[src/ats_pkg.sv]
/*
 Constants for the asynchronous timer update block: register offsets,
 field positions, reset values and prescaler layout.
 Assumes an AXI4-Lite slave with 32-bit data; registers are 8 bits wide.
*/
package ats_pkg;
	// Register byte offsets
	localparam logic [7:0] OFS_COUNT = 8'h00;
	localparam logic [7:0] OFS_COMPARE = 8'h04;
	localparam logic [7:0] OFS_CONTROL = 8'h08;
	localparam logic [7:0] OFS_ASYNC = 8'h0C;
	localparam logic [7:0] OFS_GTC = 8'h10;
	localparam logic [7:0] OFS_IRQ_STAT = 8'h14;
	localparam logic [7:0] OFS_IRQ_MASK = 8'h18;
	// Async status/control fields
	localparam int ASY_EXT_SEL = 4;
	localparam int ASY_ASYNC_SEL = 3;
	localparam int ASY_CNT_PEND = 2;
	localparam int ASY_CMP_PEND = 1;
	localparam int ASY_CTL_PEND = 0;
	// General timer control fields
	localparam int GTC_HOLD = 7;
	localparam int GTC_PSR = 1;
	// Counter control fields
	localparam int CTL_CLEAR_ON_MATCH = 3;
	localparam int CTL_SEL_MSB = 2;
	// Interrupt status fields
	localparam int IRQ_OVF = 0;
	localparam int IRQ_CMP = 1;
	// Reset values and widths
	localparam logic [7:0] REG_RESET = 8'h00;
	localparam logic [7:0] COUNT_TOP = 8'hFF;
	localparam int PRESCALE_W = 12;
	localparam logic [1:0] RESP_OKAY = 2'b00;
	localparam logic [1:0] RESP_SLVERR = 2'b10;
endpackage

[src/ats_sync2.sv]
/*
 Two flip-flop synchroniser for one level from outside the aclk domain.
 Assumes the input is quasi-static relative to aclk.
*/
`timescale 1ns/10ps
`default_nettype none
module ats_sync2 (
	// Clock and reset
	input wire logic aclk,
	input wire logic aresetn,
	// Level in and out
	input wire logic d,
	output logic q
);
	logic meta;

	// First stage feeds only the second
	always_ff @(posedge aclk) begin
		if (!aresetn) begin
			meta <= 1'b0;
			q <= 1'b0;
		end else begin
			meta <= d;
			q <= meta;
		end
	end
endmodule
`default_nettype wire

[src/ats_timer.sv]
/*
 8-bit timer with asynchronous clock option and update-pending handshake.
 Registers on AXI4-Lite. Crystal and external clock pins are sampled on aclk,
 so they must toggle well below half the aclk rate.
*/
// The AXI4-Lite slave port and the placing of the registers are this design's own decisions.
// How it works
// - Clock select: zero I/O clock, one crystal
// - Switching source may corrupt timer registers
// - Crystal runs only while external select zero
// - Async count write sets counter pending
// - Async compare write sets compare pending
// - Async control write sets control pending
// - Count read returns live timer value
// - Compare, control read return temporary copy
// - Prescaler clear bit resets, self-clears synchronously
// - Async clear bit stays until reset done
// - Hold mode keeps clear bit set
`timescale 1ns/10ps
`default_nettype none
module ats_timer (
	// Clock and reset
	input wire logic aclk,
	input wire logic aresetn,
	// AXI4-Lite write address
	input wire logic awvalid,
	output logic awready,
	input wire logic [7:0] awaddr,
	// AXI4-Lite write data
	input wire logic wvalid,
	output logic wready,
	input wire logic [31:0] wdata,
	input wire logic [3:0] wstrb,
	// AXI4-Lite write response
	output logic bvalid,
	input wire logic bready,
	output logic [1:0] bresp,
	// AXI4-Lite read address
	input wire logic arvalid,
	output logic arready,
	input wire logic [7:0] araddr,
	// AXI4-Lite read data
	output logic rvalid,
	input wire logic rready,
	output logic [31:0] rdata,
	output logic [1:0] rresp,
	// Clock pins
	input wire logic crystal_osc_pin,
	input wire logic ext_clock_pin,
	output logic crystal_osc_enable,
	// Interrupt
	output logic irq
);
	import ats_pkg::*;

	logic aw_full, w_full;
	logic [7:0] aw_addr_q;
	logic [7:0] w_byte;
	logic w_lane;
	logic wr_go;
	logic [7:0] count_value, compare_value, counter_control;
	logic [7:0] compare_tmp, control_tmp, count_tmp;
	logic async_clock_select, external_clock_input_select;
	logic counter_update_pending, compare_update_pending, control_update_pending;
	logic prescaler_clear_request, sync_hold_mode;
	logic [1:0] irq_stat, irq_mask;
	logic xtal_s, ext_s, src_prev;
	logic tick, count_en, ovf_ev, cmp_ev;
	logic [PRESCALE_W-1:0] prescaler, pre_mask;
	logic wr_count, wr_compare, wr_control, wr_async, wr_gtc, wr_mask;
	logic rd_go, rd_stat;
	logic [7:0] next_rbyte;
	logic next_rok;

	// Pins pass two flops before anything reads them
	ats_sync2 u_sync_xtal (
		.aclk(aclk),
		.aresetn(aresetn),
		.d(crystal_osc_pin),
		.q(xtal_s)
	);
	ats_sync2 u_sync_ext (
		.aclk(aclk),
		.aresetn(aresetn),
		.d(ext_clock_pin),
		.q(ext_s)
	);

	// Write address and data taken in either order
	always_ff @(posedge aclk) begin
		if (!aresetn) begin
			aw_full <= 1'b0;
			w_full <= 1'b0;
			aw_addr_q <= REG_RESET;
			w_byte <= REG_RESET;
			w_lane <= 1'b0;
			bvalid <= 1'b0;
			bresp <= RESP_OKAY;
			awready <= 1'b0;
			wready <= 1'b0;
		end else begin
			// Readies from flops: free slot next cycle and no response then
			awready <= !(aw_full || (awvalid && awready)) && !(wr_go || (bvalid && !bready));
			wready <= !(w_full || (wvalid && wready)) && !(wr_go || (bvalid && !bready));
			if (awvalid && awready) begin
				aw_full <= 1'b1;
				aw_addr_q <= awaddr;
			end
			if (wvalid && wready) begin
				w_full <= 1'b1;
				w_byte <= wdata[7:0];
				w_lane <= wstrb[0];
			end
			if (wr_go) begin
				aw_full <= 1'b0;
				w_full <= 1'b0;
				bvalid <= 1'b1;
				bresp <= (aw_addr_q <= OFS_IRQ_MASK && aw_addr_q[1:0] == 2'b00) ? RESP_OKAY : RESP_SLVERR;
			end else if (bvalid && bready) begin
				bvalid <= 1'b0;
			end
		end
	end

	// A write acts once both halves are held and no response waits
	assign wr_go = aw_full && w_full && !bvalid;
	assign wr_count = wr_go && w_lane && aw_addr_q == OFS_COUNT;
	assign wr_compare = wr_go && w_lane && aw_addr_q == OFS_COMPARE;
	assign wr_control = wr_go && w_lane && aw_addr_q == OFS_CONTROL;
	assign wr_async = wr_go && w_lane && aw_addr_q == OFS_ASYNC;
	assign wr_gtc = wr_go && w_lane && aw_addr_q == OFS_GTC;
	assign wr_mask = wr_go && w_lane && aw_addr_q == OFS_IRQ_MASK;

	// Timer input: every aclk when synchronous, pin rising edge when async
	assign tick = async_clock_select ? ((external_clock_input_select ? ext_s : xtal_s) && !src_prev) : 1'b1;

	// Clock source selects and pin history; the crystal stops under external select
	always_ff @(posedge aclk) begin
		if (!aresetn) begin
			async_clock_select <= 1'b0;
			external_clock_input_select <= 1'b0;
			crystal_osc_enable <= 1'b1;
			src_prev <= 1'b0;
		end else begin
			src_prev <= external_clock_input_select ? ext_s : xtal_s;
			if (wr_async) begin
				async_clock_select <= w_byte[ASY_ASYNC_SEL];
				external_clock_input_select <= w_byte[ASY_EXT_SEL];
			end
			crystal_osc_enable <= !external_clock_input_select;
		end
	end

	// Prescale divide 1,4,16,...: mask of low prescaler bits
	always_comb begin
		pre_mask = '0;
		case (counter_control[CTL_SEL_MSB:0])
			3'd2: pre_mask = 12'h003;
			3'd3: pre_mask = 12'h00F;
			3'd4: pre_mask = 12'h03F;
			3'd5: pre_mask = 12'h0FF;
			3'd6: pre_mask = 12'h3FF;
			3'd7: pre_mask = 12'hFFF;
			default: pre_mask = '0;
		endcase
	end
	assign count_en = tick && counter_control[CTL_SEL_MSB:0] != 3'd0 && (prescaler & pre_mask) == pre_mask;

	// Prescaler and its clear request
	always_ff @(posedge aclk) begin
		if (!aresetn) begin
			prescaler <= '0;
			prescaler_clear_request <= 1'b0;
			sync_hold_mode <= 1'b0;
		end else begin
			if (prescaler_clear_request && tick) begin
				prescaler <= '0;
				if (!sync_hold_mode) begin
					prescaler_clear_request <= 1'b0;
				end
			end else if (tick) begin
				prescaler <= prescaler + 1'b1;
			end
			if (wr_gtc) begin
				sync_hold_mode <= w_byte[GTC_HOLD];
				if (w_byte[GTC_PSR]) begin
					prescaler_clear_request <= 1'b1;
				end
			end
		end
	end

	// Temporary copies and pending flags; a change of async clock select drops pending updates
	always_ff @(posedge aclk) begin
		if (!aresetn) begin
			count_tmp <= REG_RESET;
			compare_tmp <= REG_RESET;
			control_tmp <= REG_RESET;
			counter_update_pending <= 1'b0;
			compare_update_pending <= 1'b0;
			control_update_pending <= 1'b0;
		end else begin
			if (wr_async && w_byte[ASY_ASYNC_SEL] != async_clock_select) begin
				counter_update_pending <= 1'b0;
				compare_update_pending <= 1'b0;
				control_update_pending <= 1'b0;
			end else if (!async_clock_select) begin
				counter_update_pending <= 1'b0;
				compare_update_pending <= 1'b0;
				control_update_pending <= 1'b0;
			end else begin
				if (wr_count) begin
					counter_update_pending <= 1'b1;
				end else if (tick) begin
					counter_update_pending <= 1'b0;
				end
				if (wr_compare) begin
					compare_update_pending <= 1'b1;
				end else if (tick) begin
					compare_update_pending <= 1'b0;
				end
				if (wr_control) begin
					control_update_pending <= 1'b1;
				end else if (tick) begin
					control_update_pending <= 1'b0;
				end
			end
			// A write while pending simply overwrites the copy
			if (wr_count) begin
				count_tmp <= w_byte;
			end
			if (wr_compare) begin
				compare_tmp <= w_byte;
			end
			if (wr_control) begin
				control_tmp <= w_byte;
			end
		end
	end

	// Live timer registers
	assign cmp_ev = count_en && count_value == compare_value;
	assign ovf_ev = count_en && count_value == COUNT_TOP;
	always_ff @(posedge aclk) begin
		if (!aresetn) begin
			count_value <= REG_RESET;
			compare_value <= REG_RESET;
			counter_control <= REG_RESET;
		end else begin
			if (!async_clock_select) begin
				if (wr_compare) begin
					compare_value <= w_byte;
				end
				if (wr_control) begin
					counter_control <= w_byte;
				end
			end else if (tick) begin
				if (compare_update_pending) begin
					compare_value <= compare_tmp;
				end
				if (control_update_pending) begin
					counter_control <= control_tmp;
				end
			end
			if (!async_clock_select && wr_count) begin
				count_value <= w_byte;
			end else if (async_clock_select && tick && counter_update_pending) begin
				count_value <= count_tmp;
			end else if (cmp_ev && counter_control[CTL_CLEAR_ON_MATCH]) begin
				count_value <= REG_RESET;
			end else if (count_en) begin
				count_value <= count_value + 1'b1;
			end
		end
	end

	// Read mux
	always_comb begin
		next_rbyte = REG_RESET;
		next_rok = 1'b1;
		case (araddr)
			OFS_COUNT: next_rbyte = count_value;
			OFS_COMPARE: next_rbyte = compare_tmp;
			OFS_CONTROL: next_rbyte = control_tmp;
			OFS_ASYNC: next_rbyte = {3'b000, external_clock_input_select, async_clock_select,
				counter_update_pending, compare_update_pending, control_update_pending};
			OFS_GTC: next_rbyte = {sync_hold_mode, 5'b00000, prescaler_clear_request, 1'b0};
			OFS_IRQ_STAT: next_rbyte = {6'b000000, irq_stat};
			OFS_IRQ_MASK: next_rbyte = {6'b000000, irq_mask};
			default: next_rok = 1'b0;
		endcase
	end
	assign rd_go = arvalid && arready;
	assign rd_stat = rd_go && araddr == OFS_IRQ_STAT;

	// Read channel: one read in flight
	always_ff @(posedge aclk) begin
		if (!aresetn) begin
			arready <= 1'b0;
			rvalid <= 1'b0;
			rdata <= 32'h00000000;
			rresp <= RESP_OKAY;
		end else begin
			if (rd_go) begin
				arready <= 1'b0;
				rvalid <= 1'b1;
				rdata <= {24'h000000, next_rbyte};
				rresp <= next_rok ? RESP_OKAY : RESP_SLVERR;
			end else if (!rvalid || rready) begin
				rvalid <= 1'b0; // Also raises arready after reset
				arready <= 1'b1;
			end
		end
	end

	// Sticky events, cleared by reading; a new event beats the clear
	always_ff @(posedge aclk) begin
		if (!aresetn) begin
			irq_stat <= 2'b00;
			irq_mask <= 2'b00;
			irq <= 1'b0;
		end else begin
			irq_stat[IRQ_OVF] <= ovf_ev || (irq_stat[IRQ_OVF] && !rd_stat);
			irq_stat[IRQ_CMP] <= cmp_ev || (irq_stat[IRQ_CMP] && !rd_stat);
			if (wr_mask) begin
				irq_mask <= w_byte[1:0];
			end
			irq <= |(irq_stat & irq_mask);
		end
	end

	AST_SYNC_NO_PEND: assert property (@(posedge aclk) disable iff (!aresetn)
		!async_clock_select && $past(!async_clock_select) |-> !counter_update_pending && !compare_update_pending)
		else $error("pending flag set in synchronous mode");
	AST_CNT_PEND: assert property (@(posedge aclk) disable iff (!aresetn)
		async_clock_select && wr_count && !wr_async |=> counter_update_pending)
		else $error("count write did not set pending");
	AST_CMP_PEND: assert property (@(posedge aclk) disable iff (!aresetn)
		async_clock_select && wr_compare && !wr_async |=> compare_update_pending)
		else $error("compare write did not set pending");
	AST_CTL_PEND: assert property (@(posedge aclk) disable iff (!aresetn)
		async_clock_select && wr_control && !wr_async |=> control_update_pending)
		else $error("control write did not set pending");
	AST_CNT_XFER: assert property (@(posedge aclk) disable iff (!aresetn)
		async_clock_select && counter_update_pending && tick && !wr_go |=>
		!counter_update_pending && count_value == $past(count_tmp))
		else $error("count transfer missing");
	AST_PSR_SYNC: assert property (@(posedge aclk) disable iff (!aresetn)
		prescaler_clear_request && !async_clock_select && !sync_hold_mode && !wr_gtc |=>
		!prescaler_clear_request && prescaler == 12'h000)
		else $error("prescaler clear did not self-clear");
	AST_PSR_ASYNC: assert property (@(posedge aclk) disable iff (!aresetn)
		prescaler_clear_request && !tick |=> prescaler_clear_request)
		else $error("clear request dropped before reset");
	AST_PSR_HOLD: assert property (@(posedge aclk) disable iff (!aresetn)
		prescaler_clear_request && sync_hold_mode |=> prescaler_clear_request)
		else $error("clear request dropped in hold mode");
	AST_OSC: assert property (@(posedge aclk) disable iff (!aresetn)
		external_clock_input_select ##1 external_clock_input_select |-> !crystal_osc_enable)
		else $error("crystal running under external clock");
	AST_IRQ: assert property (@(posedge aclk) disable iff (!aresetn)
		|(irq_stat & irq_mask) |=> irq)
		else $error("interrupt not raised");
endmodule
`default_nettype wire

[config.mk]
export PLATFORM = sky130hd
export DESIGN_NAME = ats_timer
export DESIGN_NICKNAME = d
export VERILOG_FILES = /design/src/ats_pkg.sv /design/src/ats_sync2.sv /design/src/ats_timer.sv
export SDC_FILE = /design/constraint.sdc
export NUM_CORES = 1
export LEC_CHECK = 0
export BUFFER_PORTS_ARGS = -buffer_cell sky130_fd_sc_hd__buf_2
export CORE_MARGIN = 3
export CORE_UTILIZATION = 51
export CTS_BUF_LIST = sky130_fd_sc_hd__clkbuf_4 sky130_fd_sc_hd__clkbuf_8
export DETAILED_ROUTE_END_ITERATION = 10
export PLACE_DENSITY = 0.86
export SLEW_MARGIN = 0
export SYNTH_ARGS = -nofsm -noshare
export SYNTH_HDL_FRONTEND = slang
export SYNTH_HIERARCHICAL = 1
export SYNTH_SLANG_ARGS = --single-unit
export TNS_END_PERCENT = 5
[constraint.sdc]
create_clock -name aclk -period 2.2 [get_ports aclk]
set_input_delay 0.22 -clock aclk [delete_from_list [all_inputs] [get_ports aclk]]
set_output_delay 0.22 -clock aclk [all_outputs]
set_load 0.005 [all_outputs]
== Word level (Yosys, flattened, before mapping) ==
Cells that the tools add are included.
Cells by class
  $add $sub $neg: 2
  order comparisons: 1
  equality and inequality tests: 24
  multiplexer cells: 31
  bitwise gates (word level): 4
  reduce and logical (&&, ||, !) cells: 67
Operators with widths (number)
  case mux 12 bit (6 select lines): 1
  two-way mux 8 bit: 8
  case mux 8 bit (7 select lines): 1
  equality test 8 x 5 -> 1 bit, second input constant: 5
  equality test 8 x 4 -> 1 bit, second input constant: 4
  logical AND 1 bit: 31
  equality test 8 x 3 -> 1 bit, second input constant: 2
  zero test 8 bit: 2
  two-way mux 4 bit: 4
  two-way mux 1 bit: 15
  nonzero test 2 bit: 7
  adder 12 x 1 -> 12 bit, second input constant: 1
  bitwise AND 12 bit: 1
  equality test 12 bit: 1
  equality test 3 bit, second input constant: 4
  zero test 1 bit: 10
  adder 8 x 1 -> 8 bit, second input constant: 1
  equality test 8 bit: 1
  equality test 8 bit, second input constant: 1
  <= comparator 8 x 5 -> 1 bit, second input constant: 1
  OR reduction 2 bit: 4
  OR reduction 7 bit: 1
  equality test 3 x 2 -> 1 bit, second input constant: 2
  logical OR 1 bit: 6
  10 further kinds: 15
Word-level totals
  register bits: 110
  input bits: 61
  output and inout bits: 43
  word-level logic and storage cells: 165

== Longest topological paths before layout ==
  word-level depth: 10
  gate-level depth with buffers: 8
  depth with buffers taken out: 6

== Hierarchy ==
The synthesis kept the hierarchy.
By module, submodules not included
  ats_timer: instances 1, cells an instance 564, area each 4810.9 um^2, seq. area each 2082.0 um^2
  ats_sync2: instances 2, cells an instance 4, area each 52.6 um^2, seq. area each 40.0 um^2

== Least setup slack after synthesis ==
No wires, ideal clock.
  kind: reg-to-reg
  from: register aw_addr_q[0]
  to: register compare_value[6]
  setup time: 0.079 ns
  arrival time: 2.288 ns
  data required time: 2.121 ns
  setup slack: -0.167 ns
  cell stages (with the launch flop): 9
  buffers on the path: 2
  clock period less this slack: 2.367 ns
  path through: dfxtp_1 or3b_1 or3_4 or4b_1 buf_6 o21ai_4 buf_6 nor2_1 a211oi_2
On the way
  word-level cells in the longest chain between the ends: 4
Ends and longest elaborated chain
  from (decl): RTL line ats_timer.sv:57  | logic [7:0] aw_addr_q;
  from (signal assigned): RTL line ats_timer.sv:107  | aw_addr_q <= awaddr;
  equality test 8 x 3 -> 1 bit: RTL line ats_timer.sv:128  | assign wr_compare = wr_go && w_lane && aw_addr_q == OFS_COMPARE;
  logical AND 1 bit: RTL line ats_timer.sv:128
  nonzero test 2 bit (no line)
  AND reduction 3 bit (no line)
  to (signal assigned): RTL line ats_timer.sv:252  | compare_value <= w_byte;
  to (signal assigned): RTL line ats_timer.sv:259  | compare_value <= compare_tmp;
  to (decl): RTL line ats_timer.sv:61  | logic [7:0] count_value, compare_value, counter_control;
Every way passes these cells.
A chain may end at the register's enable or synchronous reset.

== Worst setup path after layout ==
  from: register aw_addr_q[7]
  to: register counter_control[1]
On the way
  word-level cells in the longest chain between the ends: 4
Ends and longest elaborated chain
  equality test 8 x 4 -> 1 bit: RTL line ats_timer.sv:129  | assign wr_control = wr_go && w_lane && aw_addr_q == OFS_CONTROL;
  logical AND 1 bit: RTL line ats_timer.sv:129
  nonzero test 2 bit (no line)
  AND reduction 3 bit (no line)
  to (signal assigned): RTL line ats_timer.sv:255  | counter_control <= w_byte;
  to (signal assigned): RTL line ats_timer.sv:262  | counter_control <= control_tmp;
  to (decl): RTL line ats_timer.sv:61
Every way passes these cells.

==> reports/metrics.yaml <==
vias: 4323
fin_crit_sh: 1.090
synth.ff_latch_count: 108
critPathMaxStageDelay_ps: 490
first_iter_violations: 434
rsz0062_at_grt: "true"
dieWidth_um: 104.2
postSynthCellCount: 572
register_area_um2: 2165
cts.root.buffer_cell: "clkbuf_8"
synth.top_cells.by_count: "dfxtp_1 (108), nand2_1 (86), nor2_1 (74)"
worst_path_most_repeated_cell: "or3_4"
initial_core_util: 0.5295
arrival_ps: 2690
tightest_slew_ps: 666.0
overflow: 0
relSlewSlack: 0.5544
dp_cells: 757
status: "complete, but fails checks"
hpwl_um: 8461
rows: 35
cts_tree: "built"
via_per_inst: 5.571
period_minus_slack_ps: 2398
finalSetupViolCount: 18
multiInputGateArea_um2: 2569
synth_area_leaders: "dfxtp_1 (44%), nand2_1 (6.6%), mux2i_1 (5.9%), nor2_1 (5.7%), a21oi_1 (5.2%)"
crit_chain: "or3_4, or3_4, buf_6, or4b_4, o21ai_4, buf_12, nor2_1, a211oi_2"
portBuffers: 50
syn-cell-area_um2: 4916
grt_pass1_wl_um: 19290
clockBufferDepth: 2
h-tree-depth: 3
first_pass_iters: 8
synth.avg_cell_area_um2: 8.594
path_class: "register to register"
fillCellCount: 756
cp-end-kind: "register"
final_cell_area_um2: 5689
vdd_ir_drop_max_mv: 0.4731
synth_top_cell_area_share: 0.4398
avgRoutedWirePerCell_um: 15.41
yosysMostFrequentCell: "dfxtp_1"
fp.coreArea_um2: 9284
drtAntennaViolNets: 0
worst_slack_ps: -198.0
routabilityCongestion: 0.8734
diodes: 0
fin_cells: 776
required_ps: 2500
ys_seq_area_frac: 0.4398
antenna_found_initial: 0
grt_usage: 0.2159
grt_pass1_vias: 4020
synth_edf_count: 0
placed_cell_area_um2: 5398
synth-async-reset-ratio: 0
path_clk_slew_ps: 100
min_path_type: "primary input to register"
routed_wl_um: 11960
yosysTopAreaCell: "dfxtp_1"
die-area_um2: 10850
crit_family: "simple AND/OR/NAND/NOR gates"
syn2layout_area_growth_pct: 15.73
leakage_nw: 2.289
synth_cell_types: 58
cts.sinks: 108
skew_ps: 12.60
drc: 0
final_nets: 705
fmax_ghz: 0.4170
drive_above_1_share: 0.2056
drv_slew: 0
worstSkewPairLatency_ps: 380
worst_hold_slack_ps: 47.10
synthFlopType: "dfxtp_1"
power.density_nw_per_um2: 601.3
cp-start-kind: "register"
ios: 104
cts_buffers: 9
dieHeight_um: 104.2
grt_max_degree: 57
final-hold-violation-count: 0
worst-path-buf-inv: 2
violations: "negative setup slack"
ys_warn_count: 6
crit_path_top_delay_cell: "or4b_4"
crit_fanout: 5
maxCapViolations: 0
-- sequential cells by signal, indices dropped and copies added, names as in the netlist, 2 cells and up --
register	flops
compare_tmp	8
prescaler	12
count_tmp	8
counter_control	4
w_byte	8
control_tmp	8
irq_stat	2
count_value	8
aw_addr_q	8
irq_mask	2
compare_value	8
rdata	8
-- cells in the final DEF, fill, tap and decap left out, types with 6 or more instances in the layout --
cell and count:
dfxtp_1 106, nand2_1 86, nor2_1 70, a21oi_1 51, buf_2 50, buf_4 30
mux2i_1 29, conb_1 26, o21ai_0 15, xnor2_1 13, nand3_1 12, nor3_1 9
clkbuf_8 9, a22o_1 8, and2_1 7, a211oi_1 7, a22oi_1 6, a211oi_2 6
-- power breakdown --
part / internal (W) / total [W] / switching (W)
sequential: 0.00199 / 0.00203 / 0.0000378
clock: 0.000449 / 0.00117 / 0.000719
combinational: 0.0000881 / 0.000225 / 0.000137
total: 0.00253 / 0.00342 / 0.000894
-- repair_timing --
| action | CTS | global route |
|---|---|---|
| endpoints found under the setup margin | 31 | 35 |
| hold buffers | 0 | 0 |
| setup buffers | 0 | 3 |
| gates resized for setup | 5 | 13 |
| pin swaps | 5 | 11 |
-- final timing paths --
check	cells after the start	slack (ps)	startpoint	endpoint
min reg2reg	1	450	u_sync_xtal/meta$_SDFF_PN0_	u_sync_xtal/q$_SDFF_PN0_
min	2	50	crystal_osc_pin	u_sync_xtal/meta$_SDFF_PN0_
max reg2reg	8	-200	aw_addr_q[7]$_SDFFE_PN0P_	counter_control[1]$_SDFFE_PN0P_
max	8	-200	aw_addr_q[7]$_SDFFE_PN0P_	counter_control[1]$_SDFFE_PN0P_
-- metal layers --
| metal | global-route usage | part of all wire | wire (um) | vias up |
|---|---|---|---|---|
| met2 | 0.3682 | 0.49 | 5835 | 190 |
| met1 | 0.2670 | 0.42 | 5015 | 2008 |
| li1 | - | - | - | 2088 |
| met3 | 0.03911 | 0.063 | 750 | 37 |
| met4 | 0.09402 | 0.030 | 355 | 0 |
| met5 | 0 | 0 | 0 | - |
-- final cells by class --
cell class              instances  area share
clock buffers                  10     0.02309
clock inverters                 6     0.01056
inverters                       6    0.003959
multi-input cells             430      0.4515
flip-flops and latches        108      0.3805
well taps                     129     0.02837
repair buffers                 87      0.1020
-- per-stage QoR --
step	TNS [ps]	setup WS (ps)	total power, W	utilization
after floorplan	-1674	-158.3	0.002224	-
after global placement	-1758	-122.2	0.002273	0.5814
after detailed placement	-2654	-216.2	0.002286	0.5814
after CTS	-2208	-145.4	0.003429	0.6036
after global routing	-2255	-248.0	0.003537	0.6128
final	-1208	-198.0	0.003421	0.6128
-- cells by family after synthesis --
logic type,Yosys count,synth area share
multiplexers,35,0.08196
XOR/XNOR,18,0.03207
other,1,0.0007628
flip-flops,108,0.4398
AND/OR/NAND/NOR,227,0.2102
buffers and inverters,59,0.06846
AO/OA/AOI/OAI,122,0.1616
adder cells (fa/ha/maj),2,0.005090
No activity file was read; power rests on OpenSTA's default activity.
